**src/ostc_pkg.sv**
```systemverilog
// Package for the oscillator status and tuning block: offsets, fields, reset values
package ostc_pkg;
    // Register byte offsets on the AXI4-Lite bus
    localparam logic [7:0] OSTC_OFF_REQ    = 8'h00;
    localparam logic [7:0] OSTC_OFF_STATUS = 8'h04;
    localparam logic [7:0] OSTC_OFF_CTRL   = 8'h08;
    localparam logic [7:0] OSTC_OFF_READY  = 8'h0C;
    localparam logic [7:0] OSTC_OFF_FREQ   = 8'h10;
    localparam logic [7:0] OSTC_OFF_TRIM   = 8'h14;

    // Field positions
    localparam int OSTC_SRC_LSB  = 4;
    localparam int OSTC_HOLD_BIT = 7;
    localparam int OSTC_PWR_BIT  = 6;
    localparam int OSTC_OSC_READY_BIT = 4;
    localparam int OSTC_NRDY_BIT = 3;

    // Source encodings
    localparam logic [2:0] OSTC_SRC_EXT    = 3'h7;
    localparam logic [2:0] OSTC_SRC_HF     = 3'h6;
    localparam logic [2:0] OSTC_SRC_LF     = 3'h5;
    localparam logic [2:0] OSTC_SRC_SEC    = 3'h4;
    localparam logic [2:0] OSTC_SRC_EXTPLL = 3'h2;
    localparam logic [2:0] OSTC_SRC_ZERO   = 3'h0;

    // Divider encodings and limit
    localparam logic [3:0] OSTC_DIV_1   = 4'h0;
    localparam logic [3:0] OSTC_DIV_4   = 4'h2;
    localparam logic [3:0] OSTC_DIV_MAX = 4'h9;

    // Frequency codes
    localparam logic [3:0] OSTC_FRQ_4M  = 4'h2;
    localparam logic [3:0] OSTC_FRQ_64M = 4'h8;
    localparam logic [3:0] OSTC_FRQ_MAX = 4'h8;

    localparam logic [5:0] OSTC_TRIM_RST = 6'h00;

    // Ready vector index: 7 ext, 6 hf, 5 mf, 4 lf, 3 sec, 2 conv, 0 pll
    localparam int OSTC_NRDY = 8;

    typedef enum logic [2:0] {
        OSTC_IDLE = 3'b001,
        OSTC_WAIT = 3'b010,
        OSTC_SWAP = 3'b100
    } ostc_state_t;
endpackage : ostc_pkg

```
**src/ostc_top.sv**
```systemverilog
// Oscillator status, switch control, frequency select and trim registers
//
// Register access over AXI4-Lite and the address map were chosen for this implementation.
`timescale 1ns/100ps
`default_nettype none
module ostc_top
    import ostc_pkg::*;
(
    input  wire logic                 aclk,
    input  wire logic                 aresetn,
    input  wire logic [2:0]           reset_source_code,
    input  wire logic [OSTC_NRDY-1:0] osc_ready_raw,
    input  wire logic                 s_axi_awvalid,
    output logic                      s_axi_awready,
    input  wire logic [7:0]           s_axi_awaddr,
    input  wire logic                 s_axi_wvalid,
    output logic                      s_axi_wready,
    input  wire logic [31:0]          s_axi_wdata,
    input  wire logic [3:0]           s_axi_wstrb,
    output logic                      s_axi_bvalid,
    input  wire logic                 s_axi_bready,
    output logic [1:0]                s_axi_bresp,
    input  wire logic                 s_axi_arvalid,
    output logic                      s_axi_arready,
    input  wire logic [7:0]           s_axi_araddr,
    output logic                      s_axi_rvalid,
    input  wire logic                 s_axi_rready,
    output logic [31:0]               s_axi_rdata,
    output logic [1:0]                s_axi_rresp,
    output logic                      switch_event,
    output logic                      secondary_osc_power,
    output logic [2:0]                current_source,
    output logic [3:0]                current_divider,
    output logic [3:0]                internal_freq_code,
    output logic [5:0]                trim_code
);
    logic [2:0]           requested_source_q;
    logic [3:0]           requested_divider_q;
    logic [2:0]           current_source_q;
    logic [3:0]           current_divider_q;
    logic                 switch_hold_q;
    logic                 secondary_osc_power_q;
    logic [3:0]           freq_code_q;
    logic [5:0]           trim_q;
    logic [OSTC_NRDY-1:0] rdy_meta_q;
    logic [OSTC_NRDY-1:0] rdy_sync_q;
    logic                 init_q;
    ostc_state_t          state_q;
    logic                 new_osc_ready_q;
    logic                 switch_event_q;
    logic                 req_rdy;
    logic                 osc_ready;
    logic                 aw_q;
    logic                 w_q;
    logic [7:0]           awaddr_q;
    logic [31:0]          wdata_q;
    logic [3:0]           wstrb_q;
    logic                 wr_go;
    logic                 bvalid_q;
    logic [1:0]           bresp_q;
    logic                 rvalid_q;
    logic [31:0]          rdata_q;
    logic [1:0]           rresp_q;
    logic [31:0]          rd_d;
    logic                 rd_ok;
    logic                 wr_ok;
    logic [2:0]           strap_src;
    logic [3:0]           strap_div;

    // Two-stage synchroniser per ready line
    always_ff @(posedge aclk) begin
        if (!aresetn) begin
            rdy_meta_q <= '0;
            rdy_sync_q <= '0;
        end else begin
            rdy_meta_q <= osc_ready_raw;
            rdy_sync_q <= rdy_meta_q;
        end
    end

    // Ready of the oscillator selected by the request
    always_comb begin
        unique case (requested_source_q)
            OSTC_SRC_EXT:    req_rdy = rdy_sync_q[7];
            OSTC_SRC_HF:     req_rdy = rdy_sync_q[6];
            OSTC_SRC_LF:     req_rdy = rdy_sync_q[4];
            OSTC_SRC_SEC:    req_rdy = rdy_sync_q[3];
            OSTC_SRC_EXTPLL: req_rdy = rdy_sync_q[0];
            default:         req_rdy = 1'b0;
        endcase
    end

    assign osc_ready = (requested_source_q == current_source_q) &&
                       (requested_divider_q == current_divider_q);

    // Writes land one cycle after both halves arrive
    assign wr_go = aw_q && w_q && !bvalid_q;
    assign wr_ok = (awaddr_q[1:0] == 2'b00) && wstrb_q[0];

    // Source/divider defaults from reset code; strap caught in the first cycle after reset release
    always_ff @(posedge aclk) begin
        if (!aresetn) begin
            init_q <= 1'b1;
        end else begin
            init_q <= 1'b0;
        end
    end

    // Strap decode shared by request and current so both start equal
    always_comb begin
        strap_src = OSTC_SRC_HF;
        strap_div = OSTC_DIV_1;
        unique case (reset_source_code)
            OSTC_SRC_HF: begin
                strap_src = OSTC_SRC_HF;
                strap_div = OSTC_DIV_4;
            end
            OSTC_SRC_EXT, OSTC_SRC_LF, OSTC_SRC_SEC, OSTC_SRC_EXTPLL: begin
                strap_src = reset_source_code;
            end
            default: begin
                // Reserved codes fall back to HF 1:1; code 0 gets the 64 MHz frequency code, the others the 4 MHz code
                strap_src = OSTC_SRC_HF;
            end
        endcase
    end

    // Switch machine and current fields
    always_ff @(posedge aclk) begin
        if (!aresetn) begin
            state_q           <= OSTC_IDLE;
            new_osc_ready_q   <= 1'b0;
            switch_event_q    <= 1'b0;
            current_source_q  <= OSTC_SRC_ZERO;
            current_divider_q <= OSTC_DIV_1;
        end else if (init_q) begin
            state_q           <= OSTC_IDLE;
            new_osc_ready_q   <= 1'b0;
            switch_event_q    <= 1'b0;
            current_source_q  <= strap_src;
            current_divider_q <= strap_div;
        end else begin
            switch_event_q <= 1'b0;
            unique case (state_q)
                OSTC_IDLE: begin
                    if (!osc_ready) begin
                        state_q <= OSTC_WAIT;
                    end
                end
                OSTC_WAIT: begin
                    if (osc_ready) begin
                        // Request abandoned by copying current back
                        state_q         <= OSTC_IDLE;
                        new_osc_ready_q <= 1'b0;
                    end else if (req_rdy) begin
                        if (!new_osc_ready_q) begin
                            switch_event_q <= 1'b1;
                        end
                        new_osc_ready_q <= 1'b1;
                        if (!switch_hold_q) begin
                            state_q <= OSTC_SWAP;
                        end
                    end else begin
                        new_osc_ready_q <= 1'b0;
                    end
                end
                OSTC_SWAP: begin
                    current_source_q  <= requested_source_q;
                    current_divider_q <= requested_divider_q;
                    new_osc_ready_q   <= 1'b0;
                    state_q           <= OSTC_IDLE;
                end
            endcase
        end
    end

    // Request fields: reserved codes leave both untouched
    always_ff @(posedge aclk) begin
        if (!aresetn) begin
            requested_source_q  <= OSTC_SRC_ZERO;
            requested_divider_q <= OSTC_DIV_1;
        end else if (init_q) begin
            requested_source_q  <= strap_src;
            requested_divider_q <= strap_div;
        end else if (wr_go && wr_ok && awaddr_q == OSTC_OFF_REQ) begin
            if ((wdata_q[6:4] == OSTC_SRC_EXT || wdata_q[6:4] == OSTC_SRC_HF ||
                 wdata_q[6:4] == OSTC_SRC_LF || wdata_q[6:4] == OSTC_SRC_SEC ||
                 wdata_q[6:4] == OSTC_SRC_EXTPLL) &&
                wdata_q[3:0] <= OSTC_DIV_MAX) begin
                requested_source_q  <= wdata_q[6:4];
                requested_divider_q <= wdata_q[3:0];
            end
        end
    end

    // Control bits; hardware clears hold on abandon
    always_ff @(posedge aclk) begin
        if (!aresetn) begin
            switch_hold_q         <= 1'b0;
            secondary_osc_power_q <= 1'b0;
        end else if (wr_go && wr_ok && awaddr_q == OSTC_OFF_CTRL) begin
            switch_hold_q         <= wdata_q[OSTC_HOLD_BIT];
            secondary_osc_power_q <= wdata_q[OSTC_PWR_BIT];
        end else if (state_q == OSTC_WAIT && osc_ready) begin
            switch_hold_q <= 1'b0;
        end
    end

    // Frequency select and trim
    always_ff @(posedge aclk) begin
        if (!aresetn) begin
            freq_code_q <= OSTC_FRQ_64M;
            trim_q      <= OSTC_TRIM_RST;
        end else if (init_q) begin
            freq_code_q <= (reset_source_code == OSTC_SRC_ZERO) ?
                           OSTC_FRQ_64M : OSTC_FRQ_4M;
        end else if (wr_go && wr_ok) begin
            if (awaddr_q == OSTC_OFF_FREQ && wdata_q[3:0] <= OSTC_FRQ_MAX) begin
                freq_code_q <= wdata_q[3:0];
            end
            if (awaddr_q == OSTC_OFF_TRIM) begin
                trim_q <= wdata_q[5:0];
            end
        end
    end

    // AXI write channels, taken in either order
    always_ff @(posedge aclk) begin
        if (!aresetn) begin
            aw_q     <= 1'b0;
            w_q      <= 1'b0;
            awaddr_q <= 8'h00;
            wdata_q  <= 32'h0000_0000;
            wstrb_q  <= 4'h0;
            bvalid_q <= 1'b0;
            bresp_q  <= 2'h0;
        end else begin
            if (s_axi_awvalid && s_axi_awready) begin
                aw_q     <= 1'b1;
                awaddr_q <= s_axi_awaddr;
            end
            if (s_axi_wvalid && s_axi_wready) begin
                w_q     <= 1'b1;
                wdata_q <= s_axi_wdata;
                wstrb_q <= s_axi_wstrb;
            end
            if (wr_go) begin
                aw_q     <= 1'b0;
                w_q      <= 1'b0;
                bvalid_q <= 1'b1;
                bresp_q  <= (awaddr_q <= OSTC_OFF_TRIM && awaddr_q[1:0] == 2'b00) ?
                            2'h0 : 2'h2;
            end else if (bvalid_q && s_axi_bready) begin
                bvalid_q <= 1'b0;
            end
        end
    end

    // Read mux; unused bits zero
    always_comb begin
        rd_d  = 32'h0000_0000;
        rd_ok = 1'b1;
        unique case (s_axi_araddr)
            OSTC_OFF_REQ:    rd_d[6:0] = {requested_source_q, requested_divider_q};
            OSTC_OFF_STATUS: rd_d[6:0] = {current_source_q, current_divider_q};
            OSTC_OFF_CTRL:   rd_d[7:0] = {switch_hold_q, secondary_osc_power_q, 1'b0,
                                          osc_ready, new_osc_ready_q, 3'h0};
            OSTC_OFF_READY:  rd_d[7:0] = {rdy_sync_q[7:2], 1'b0, rdy_sync_q[0]};
            OSTC_OFF_FREQ:   rd_d[3:0] = freq_code_q;
            OSTC_OFF_TRIM:   rd_d[5:0] = trim_q;
            default:         rd_ok     = 1'b0;
        endcase
    end

    always_ff @(posedge aclk) begin
        if (!aresetn) begin
            rvalid_q <= 1'b0;
            rdata_q  <= 32'h0000_0000;
            rresp_q  <= 2'h0;
        end else if (s_axi_arvalid && s_axi_arready) begin
            rvalid_q <= 1'b1;
            rdata_q  <= rd_d;
            rresp_q  <= rd_ok ? 2'h0 : 2'h2;
        end else if (rvalid_q && s_axi_rready) begin
            rvalid_q <= 1'b0;
        end
    end

    // Ready outputs registered so they come from flops
    always_ff @(posedge aclk) begin
        if (!aresetn) begin
            s_axi_awready <= 1'b0;
            s_axi_wready  <= 1'b0;
            s_axi_arready <= 1'b0;
        end else begin
            s_axi_awready <= !aw_q && !(s_axi_awvalid && s_axi_awready) && !bvalid_q;
            s_axi_wready  <= !w_q && !(s_axi_wvalid && s_axi_wready) && !bvalid_q;
            s_axi_arready <= !rvalid_q && !(s_axi_arvalid && s_axi_arready);
        end
    end

    assign s_axi_bvalid        = bvalid_q;
    assign s_axi_bresp         = bresp_q;
    assign s_axi_rvalid        = rvalid_q;
    assign s_axi_rdata         = rdata_q;
    assign s_axi_rresp         = rresp_q;
    assign switch_event        = switch_event_q;
    assign secondary_osc_power = secondary_osc_power_q;
    assign current_source      = current_source_q;
    assign current_divider     = current_divider_q;
    assign internal_freq_code  = freq_code_q;
    assign trim_code           = trim_q;

    AST_HOLD_BLOCKS: assert property (@(posedge aclk) disable iff (!aresetn)
        (state_q == OSTC_WAIT && switch_hold_q && !osc_ready) |=> state_q != OSTC_SWAP)
        else $error("switch proceeded under hold");
    AST_SWITCH_NEXT: assert property (@(posedge aclk) disable iff (!aresetn)
        (state_q == OSTC_SWAP) |=> (osc_ready && !new_osc_ready_q))
        else $error("switch did not complete");
    AST_NRDY_ONLY_SWITCH: assert property (@(posedge aclk) disable iff (!aresetn)
        new_osc_ready_q |-> !osc_ready || state_q == OSTC_SWAP || $past(osc_ready) == 0)
        else $error("new ready outside switch");
    AST_CUR_STABLE: assert property (@(posedge aclk) disable iff (!aresetn || init_q)
        (state_q != OSTC_SWAP && !init_q) |=> $stable(current_source_q))
        else $error("current source changed early");
    AST_CUR_DIV_STABLE: assert property (@(posedge aclk) disable iff (!aresetn)
        (state_q != OSTC_SWAP && !init_q) |=> $stable(current_divider_q))
        else $error("current divider changed early");
    AST_HOLD_RESET: assert property (@(posedge aclk) $rose(aresetn) |-> !switch_hold_q)
        else $error("hold not zero after reset");
    AST_SYNC_TWO: assert property (@(posedge aclk) disable iff (!aresetn)
        rdy_sync_q[6] == $past(osc_ready_raw[6], 2) || !$past(aresetn, 1) ||
        !$past(aresetn, 2))
        else $error("ready not two-stage");
    AST_DIV_LEGAL: assert property (@(posedge aclk) disable iff (!aresetn)
        requested_divider_q <= OSTC_DIV_MAX)
        else $error("reserved divider stored");
    AST_FRQ_LEGAL: assert property (@(posedge aclk) disable iff (!aresetn)
        freq_code_q <= OSTC_FRQ_MAX)
        else $error("reserved frequency stored");
    AST_INIT_MATCH: assert property (@(posedge aclk) disable iff (!aresetn)
        init_q |=> (osc_ready && state_q == OSTC_IDLE))
        else $error("start fields differ");
    AST_EVENT_PULSE: assert property (@(posedge aclk) disable iff (!aresetn)
        switch_event_q |=> !switch_event_q)
        else $error("switch event longer than a cycle");
    COV_SWITCH: cover property (@(posedge aclk) disable iff (!aresetn)
        state_q == OSTC_WAIT ##1 state_q == OSTC_SWAP);
    COV_HOLD: cover property (@(posedge aclk) disable iff (!aresetn)
        switch_hold_q && new_osc_ready_q);
    COV_READ: cover property (@(posedge aclk) disable iff (!aresetn) rvalid_q && s_axi_rready);
    COV_ABANDON: cover property (@(posedge aclk) disable iff (!aresetn)
        state_q == OSTC_WAIT && osc_ready);
endmodule : ostc_top
`default_nettype wire

```
**config.mk**
```make
export PLATFORM = sky130hd
export DESIGN_NAME = ostc_top
export DESIGN_NICKNAME = d
export VERILOG_FILES = /design/src/ostc_pkg.sv /design/src/ostc_top.sv
export SDC_FILE = /design/constraint.sdc
export NUM_CORES = 1
export LEC_CHECK = 0
export BUFFER_PORTS_ARGS = -buffer_cell sky130_fd_sc_hd__buf_2
export CAP_MARGIN = 20
export CORE_ASPECT_RATIO = 0.7
export CORE_UTILIZATION = 49
export CTS_CLUSTER_SIZE = 12
export DETAILED_ROUTE_END_ITERATION = 10
export GPL_ROUTABILITY_DRIVEN = 1
export PLACE_DENSITY = 0.79
export SLEW_MARGIN = 40
export SYNTH_ARGS = -nofsm -noshare
export SYNTH_HDL_FRONTEND = slang
export SYNTH_SLANG_ARGS = --single-unit
export TNS_END_PERCENT = 30
```
**constraint.sdc**
```tcl
create_clock -name aclk -period 2.4 [get_ports aclk]
set_input_delay 0.48 -clock aclk [delete_from_list [all_inputs] [get_ports aclk]]
set_output_delay 0.48 -clock aclk [all_outputs]
set_load 0.05 [all_outputs]
```
After elaboration in Yosys (flattened, before gate mapping)
Index checks and enable logic that the tools add are counted.

storage, ports and cells
  register bits after elaboration = 84
  output and inout bits = 60
  input port bits = 70
  word-level logic and storage cells = 159

cells by class
  equality and inequality tests = 31
  magnitude comparators = 3
  mux-type cells = 40
  reduce and logical (&&, ||, !) cells = 54
  bitwise logic cells = 4

operator list
  kind                                                 count
  == test 3 bit, second input constant                 13
  2-to-1 mux 4 bit                                     9
  == test 8 x 5 -> 1 bit, second input constant        4
  2-to-1 mux 3 bit                                     10
  == test 8 x 4 -> 1 bit, second input constant        3
  case mux 4 bit (6 select lines)                      1
  logical AND 1 bit                                    21
  nonzero test 2 bit                                   9
  zero test 8 bit                                      2
  == test 3 x 2 -> 1 bit, second input constant        4
  2-to-1 mux 1 bit                                     11
  case mux 2 bit (5 select lines)                      1
  case mux 3 bit (3 select lines)                      1
  == test 8 x 3 -> 1 bit, second input constant        1
  <= comparator 4 bit, second input constant           2
  <= comparator 8 x 5 -> 1 bit, second input constant  1
  zero test 1 bit                                      7
  2-to-1 mux 2 bit                                     3
  != test 3 bit, second input constant                 2
  AND reduction 3 bit                                  2
  OR reduction 6 bit                                   1
  case mux 1 bit (5 select lines)                      1
  OR reduction 5 bit                                   1
  == test 4 bit                                        1
  other kinds (12)                                     21

Logic depth before layout (Yosys ltp)
  depth in word-level cells = 9
  gate-level depth with buffers = 6

Worst setup path after synthesis
OpenSTA, ideal clock, no wires.

  path type = flip-flop to flip-flop
  from = register awaddr_q[0]
  to = register freq_code_q[2] (netlist: internal_freq_code[2])
  cell stages (with the launch flop) = 6
  data arrival time = 1955 ps
  period minus slack after synthesis = 2070 ps
  required time = 2285 ps
  setup slack = 330 ps
  path through = dfxtp_1 or4_4 or4_4 buf_6 o31a_1 o21a_1

on the way
  word-level cells in the longest chain between the ends = 5

RTL lines
  what                                                                            line             RTL
  start, declared                                                                 ostc_top.sv:55   logic [7:0] awaddr_q;
  start signal, assigned                                                          ostc_top.sv:240  awaddr_q <= s_axi_awaddr;
  parallel branches: the longest is 4 deep, another holds == test 8 x 5 -> 1 bit  n/a
  AND reduction 2 bit (no source line) (*)                                        n/a
  end signal, assigned                                                            ostc_top.sv:215  freq_code_q <= (reset_source_code == OSTC_SRC_ZERO) ?
  end signal, assigned                                                            ostc_top.sv:219  freq_code_q <= wdata_q[3:0];
  end, declared                                                                   ostc_top.sv:43   logic [3:0] freq_code_q;

Mark *: on every way between the ends.
A chain may end at the register's enable or synchronous reset.

Worst setup path in the final report
  from = register awaddr_q[0]
  to = register requested_source_q[1]

on the way
  word-level cells in the longest chain between the ends = 6

RTL lines
  what                                      line             RTL
  zero test 2 bit                           ostc_top.sv:98   assign wr_ok = (awaddr_q[1:0] == 2'b00) && wstrb_q[0];
  logical AND 1 bit                         ostc_top.sv:98
  logical AND 1 bit                         ostc_top.sv:185  end else if (wr_go && wr_ok && awaddr_q == OSTC_OFF_REQ) begin
  logical AND 1 bit (*)                     ostc_top.sv:185
  nonzero test 2 bit (no source line) (*)   n/a
  AND reduction 2 bit (no source line) (*)  n/a
  end signal, assigned                      ostc_top.sv:183  requested_source_q <= strap_src;
  end signal, assigned                      ostc_top.sv:190  requested_source_q <= wdata_q[6:4];
  end, declared                             ostc_top.sv:37   logic [2:0] requested_source_q;

Mark *: on every way between the ends. The rest lies on a longest branch, timed or not.

==> impl_metrics.env <==
export IMPL_p_per_area_nw_per_um2=714
export IMPL_vdd_ir_drop_max_mv=0.410
export IMPL_die_w_um=104
export IMPL_synthArstFlopShare_pct=0
export IMPL_placed_cells=565
export IMPL_placed_cell_area_um2=3950
export IMPL_grt_pass1_wl_um=14800
export IMPL_area_delta_synth_final_pct=16.4
export IMPL_place_hpwl_um=6940
export IMPL_slew_headroom_pct=55.5
export IMPL_critPathMaxFanout=9
export IMPL_p_leak_nw=1.69
export IMPL_drt_initial_drc_count=256
export IMPL_die_h_um=73.8
export IMPL_drive_above_1_share_pct=23.4
export IMPL_tns_ns=0
export IMPL_grt_pass1_vias=2923
export IMPL_worst_ep_arrival_time_ns=2.37
export IMPL_dp_worst_setup_slack_ns=0.283
export IMPL_syn_inst=412
export IMPL_crit_path_end_kind="flip-flop"
export IMPL_detail_route_antenna_nets=0
export IMPL_gr_usage_all_layers_pct=25.3
export IMPL_clk_pin_slew_ns=0.08
export IMPL_dieArea_um2=7710
export IMPL_rsz0062_at_grt="false"
export IMPL_synth_mux_area_share_pct=5.17
export IMPL_synth_xor_area_share_pct=1.94
export IMPL_coreArea_um2=6910
export IMPL_final_area_um2=4190
export IMPL_n_antenna_cell=0
export IMPL_p_total_mw=2.99
export IMPL_synth_seq_area_share_pct=44.4
export IMPL_timing_fmax_mhz=467
export IMPL_post_cts_resized=0
export IMPL_syn_area_um2=3600
export IMPL_synth_edf_count=0
export IMPL_layout_cells_non_filler=581
export IMPL_htree_levels=3
export IMPL_drt_pre_antenna_iters=5
export IMPL_ios=130
export IMPL_drv_cap=0
export IMPL_yosysTopAreaCellShare_pct=44.4
export IMPL_ys_flop_type="dfxtp_1"
export IMPL_tightest_slew_ns=0.658
export IMPL_fin_crit_sh_pct=89.2
export IMPL_min_path_cells=2
export IMPL_period_needed_ns=2.14
export IMPL_port_buffer_count=75
export IMPL_reg2regPathDepth=4
export IMPL_synthAdderAreaFrac_pct=0
export IMPL_num_rows=25
export IMPL_post_cts_buffers=0
export IMPL_yosysWarningCount=0
export IMPL_grt_overflow=0
export IMPL_nFillCells=641
export IMPL_cts_tree="built"
export IMPL_ys_types=52
export IMPL_cts_root_buffer="clkbuf_8"
export IMPL_synthSimpleGateAreaFrac_pct=22.0
export IMPL_synth_compound_area_share_pct=17.8
export IMPL_holdCritPathClass="in -> reg"
export IMPL_timing_hold_violations_final=0
export IMPL_cts_buffers=9
export IMPL_required_ns=2.64
export IMPL_gp_congestion=0.877
export IMPL_synth_seq_cells=80
export IMPL_wirelength_um=9310
export IMPL_final_max_slew_viol_count=0
export IMPL_initial_core_util_pct=52.1
export IMPL_finalSetupViolations=0
export IMPL_clockBufferDepth=2
export IMPL_nNetsFinal=552
export IMPL_vias_per_cell=5.66
export IMPL_wire_per_inst_um=16.0
export IMPL_skew_ns=0.00586
export IMPL_finalWorstSetupSlack_ns=0.260
export IMPL_avgSynthCellArea_um2=8.75
export IMPL_outcome="completed"
export IMPL_cts_hold_fix_buffers=0
export IMPL_worstSetupPathType="reg -> reg"
export IMPL_worst_setup_path_start_kind="flip-flop"
export IMPL_synth_area_top_cells="dfxtp_1, nand2_1, a21oi_1"
export IMPL_clock_latency_ns=0.36
export IMPL_num_vias=3288
export IMPL_grt_max_degree=24
export IMPL_drc=0
export IMPL_antenna_found_initial=0
export IMPL_synth_top_family_by_area="simple AND/OR/NAND/NOR gates"
export IMPL_yosysTopAreaCell="dfxtp_1"
export IMPL_clock_sinks=80
metal layers:
metal	GRT usage (%)	part of all wire, %	routed length (um)	vias to the layer above
li1	-	-	-	1551
met1	37.0	47	4410	1545
met2	35.6	41	3830	176
met3	7.01	9.8	909	16
met4	7.94	1.8	165	0
met5	0	0	0	-
through the flow:
stage | hold WS, ns | util (%)
final | 0.321 | 60.7
after CTS | 0.316 | 60.7
after global placement | 0.424 | 57.2
after global routing | 0.306 | 60.7
after detailed placement | 0.427 | 57.2
after floorplan | 0.412 | -
cell families (layout without fill, tap and decap cells):
kind of cell    count (synthesis)  after routing
simple gates                  153            153
compound gates                104            104
flops                          80             80
buf+inv                        54            104
mux                            12             12
xor+xnor                        8              8
other cells                     1             26
worst paths after layout:
| kind | from | endpoint | slack (ns) |
|---|---|---|---|
| max | awaddr_q[0]$_SDFFE_PN0P_ | requested_source_q[1]$_SDFFE_PN0P_ | 0.26 |
| min | osc_ready_raw[6] | rdy_meta_q[6]$_SDFF_PN0_ | 0.32 |
| min reg2reg | rdy_meta_q[0]$_SDFF_PN0_ | rdy_sync_q[0]$_SDFF_PN0_ | 0.44 |
| max reg2reg | awaddr_q[0]$_SDFFE_PN0P_ | requested_source_q[1]$_SDFFE_PN0P_ | 0.26 |
critical path: stages (launching register included):
cell	delay, ns
dfxtp_1	0.33
or4_4	0.58
or4_1	0.66
nor4_1	0.37
a211oi_1	0.09
state kept, by name (all words and copies together) (netlist names), 3 cells and up:
register / flops
state_q: 3
requested_divider_q: 4
internal_freq_code: 4
wdata_q: 8
current_source: 3
trim_code: 6
awaddr_q: 8
current_divider: 4
rdy_meta_q: 7
s_axi_rdata: 8
requested_source_q: 3
rdy_sync_q: 7
cell usage after synthesis, types with 3 or more instances:
| cell type | number |
|---|---|
| a211oi_1 | 5 |
| a21oi_1 | 39 |
| a31oi_1 | 7 |
| and2_1 | 19 |
| buf_4 | 26 |
| clkbuf_1 | 18 |
| dfxtp_1 | 80 |
| inv_1 | 7 |
| mux2_2 | 3 |
| mux2i_1 | 4 |
| mux4_2 | 5 |
| nand2_1 | 57 |
| nand2b_1 | 5 |
| nand3_1 | 17 |
| nand3b_1 | 3 |
| nand4_1 | 4 |
| nand4b_1 | 3 |
| nor2_1 | 16 |
| nor2b_1 | 4 |
| nor3_1 | 7 |
| nor3b_1 | 3 |
| nor4_1 | 3 |
| nor4b_1 | 3 |
| o21ai_0 | 26 |
| o31ai_1 | 6 |
| xnor2_1 | 7 |
cell type report:
cell class              count  area [um^2]  area share [%]
multi-input cells         303         1790            42.6
flip-flops and latches     80         1600            38.2
repair buffers             81          420            10.0
clock buffers              12          165            3.94
well taps                  94          118            2.80
clock inverters             4         75.1            1.79
inverters                   7         26.3           0.626
power by group:
part / leakage (nW) / switching (mW) / internal (mW) / total [mW]
registers: 0.654 / 0.0560 / 1.38 / 1.43
logic: 0.922 / 0.291 / 0.111 / 0.402
clock network: 0.115 / 0.487 / 0.671 / 1.16
placed cells by master, fill, tap and decap left out, types with 4 or more instances in the layout:
master,n
dfxtp_1,80
a211oi_1,5
inv_1,7
nand2b_1,5
conb_1,26
nor2_1,16
nand4_1,4
buf_4,6
mux4_2,5
nor2b_1,4
a21oi_1,39
buf_2,75
nor3_1,7
o21ai_0,26
mux2i_1,4
clkbuf_8,12
a31oi_1,7
nand3_1,17
o31ai_1,6
nand2_1,57
and2_1,19
xnor2_1,7
Note: power is estimated with default switching activity, not from simulation.
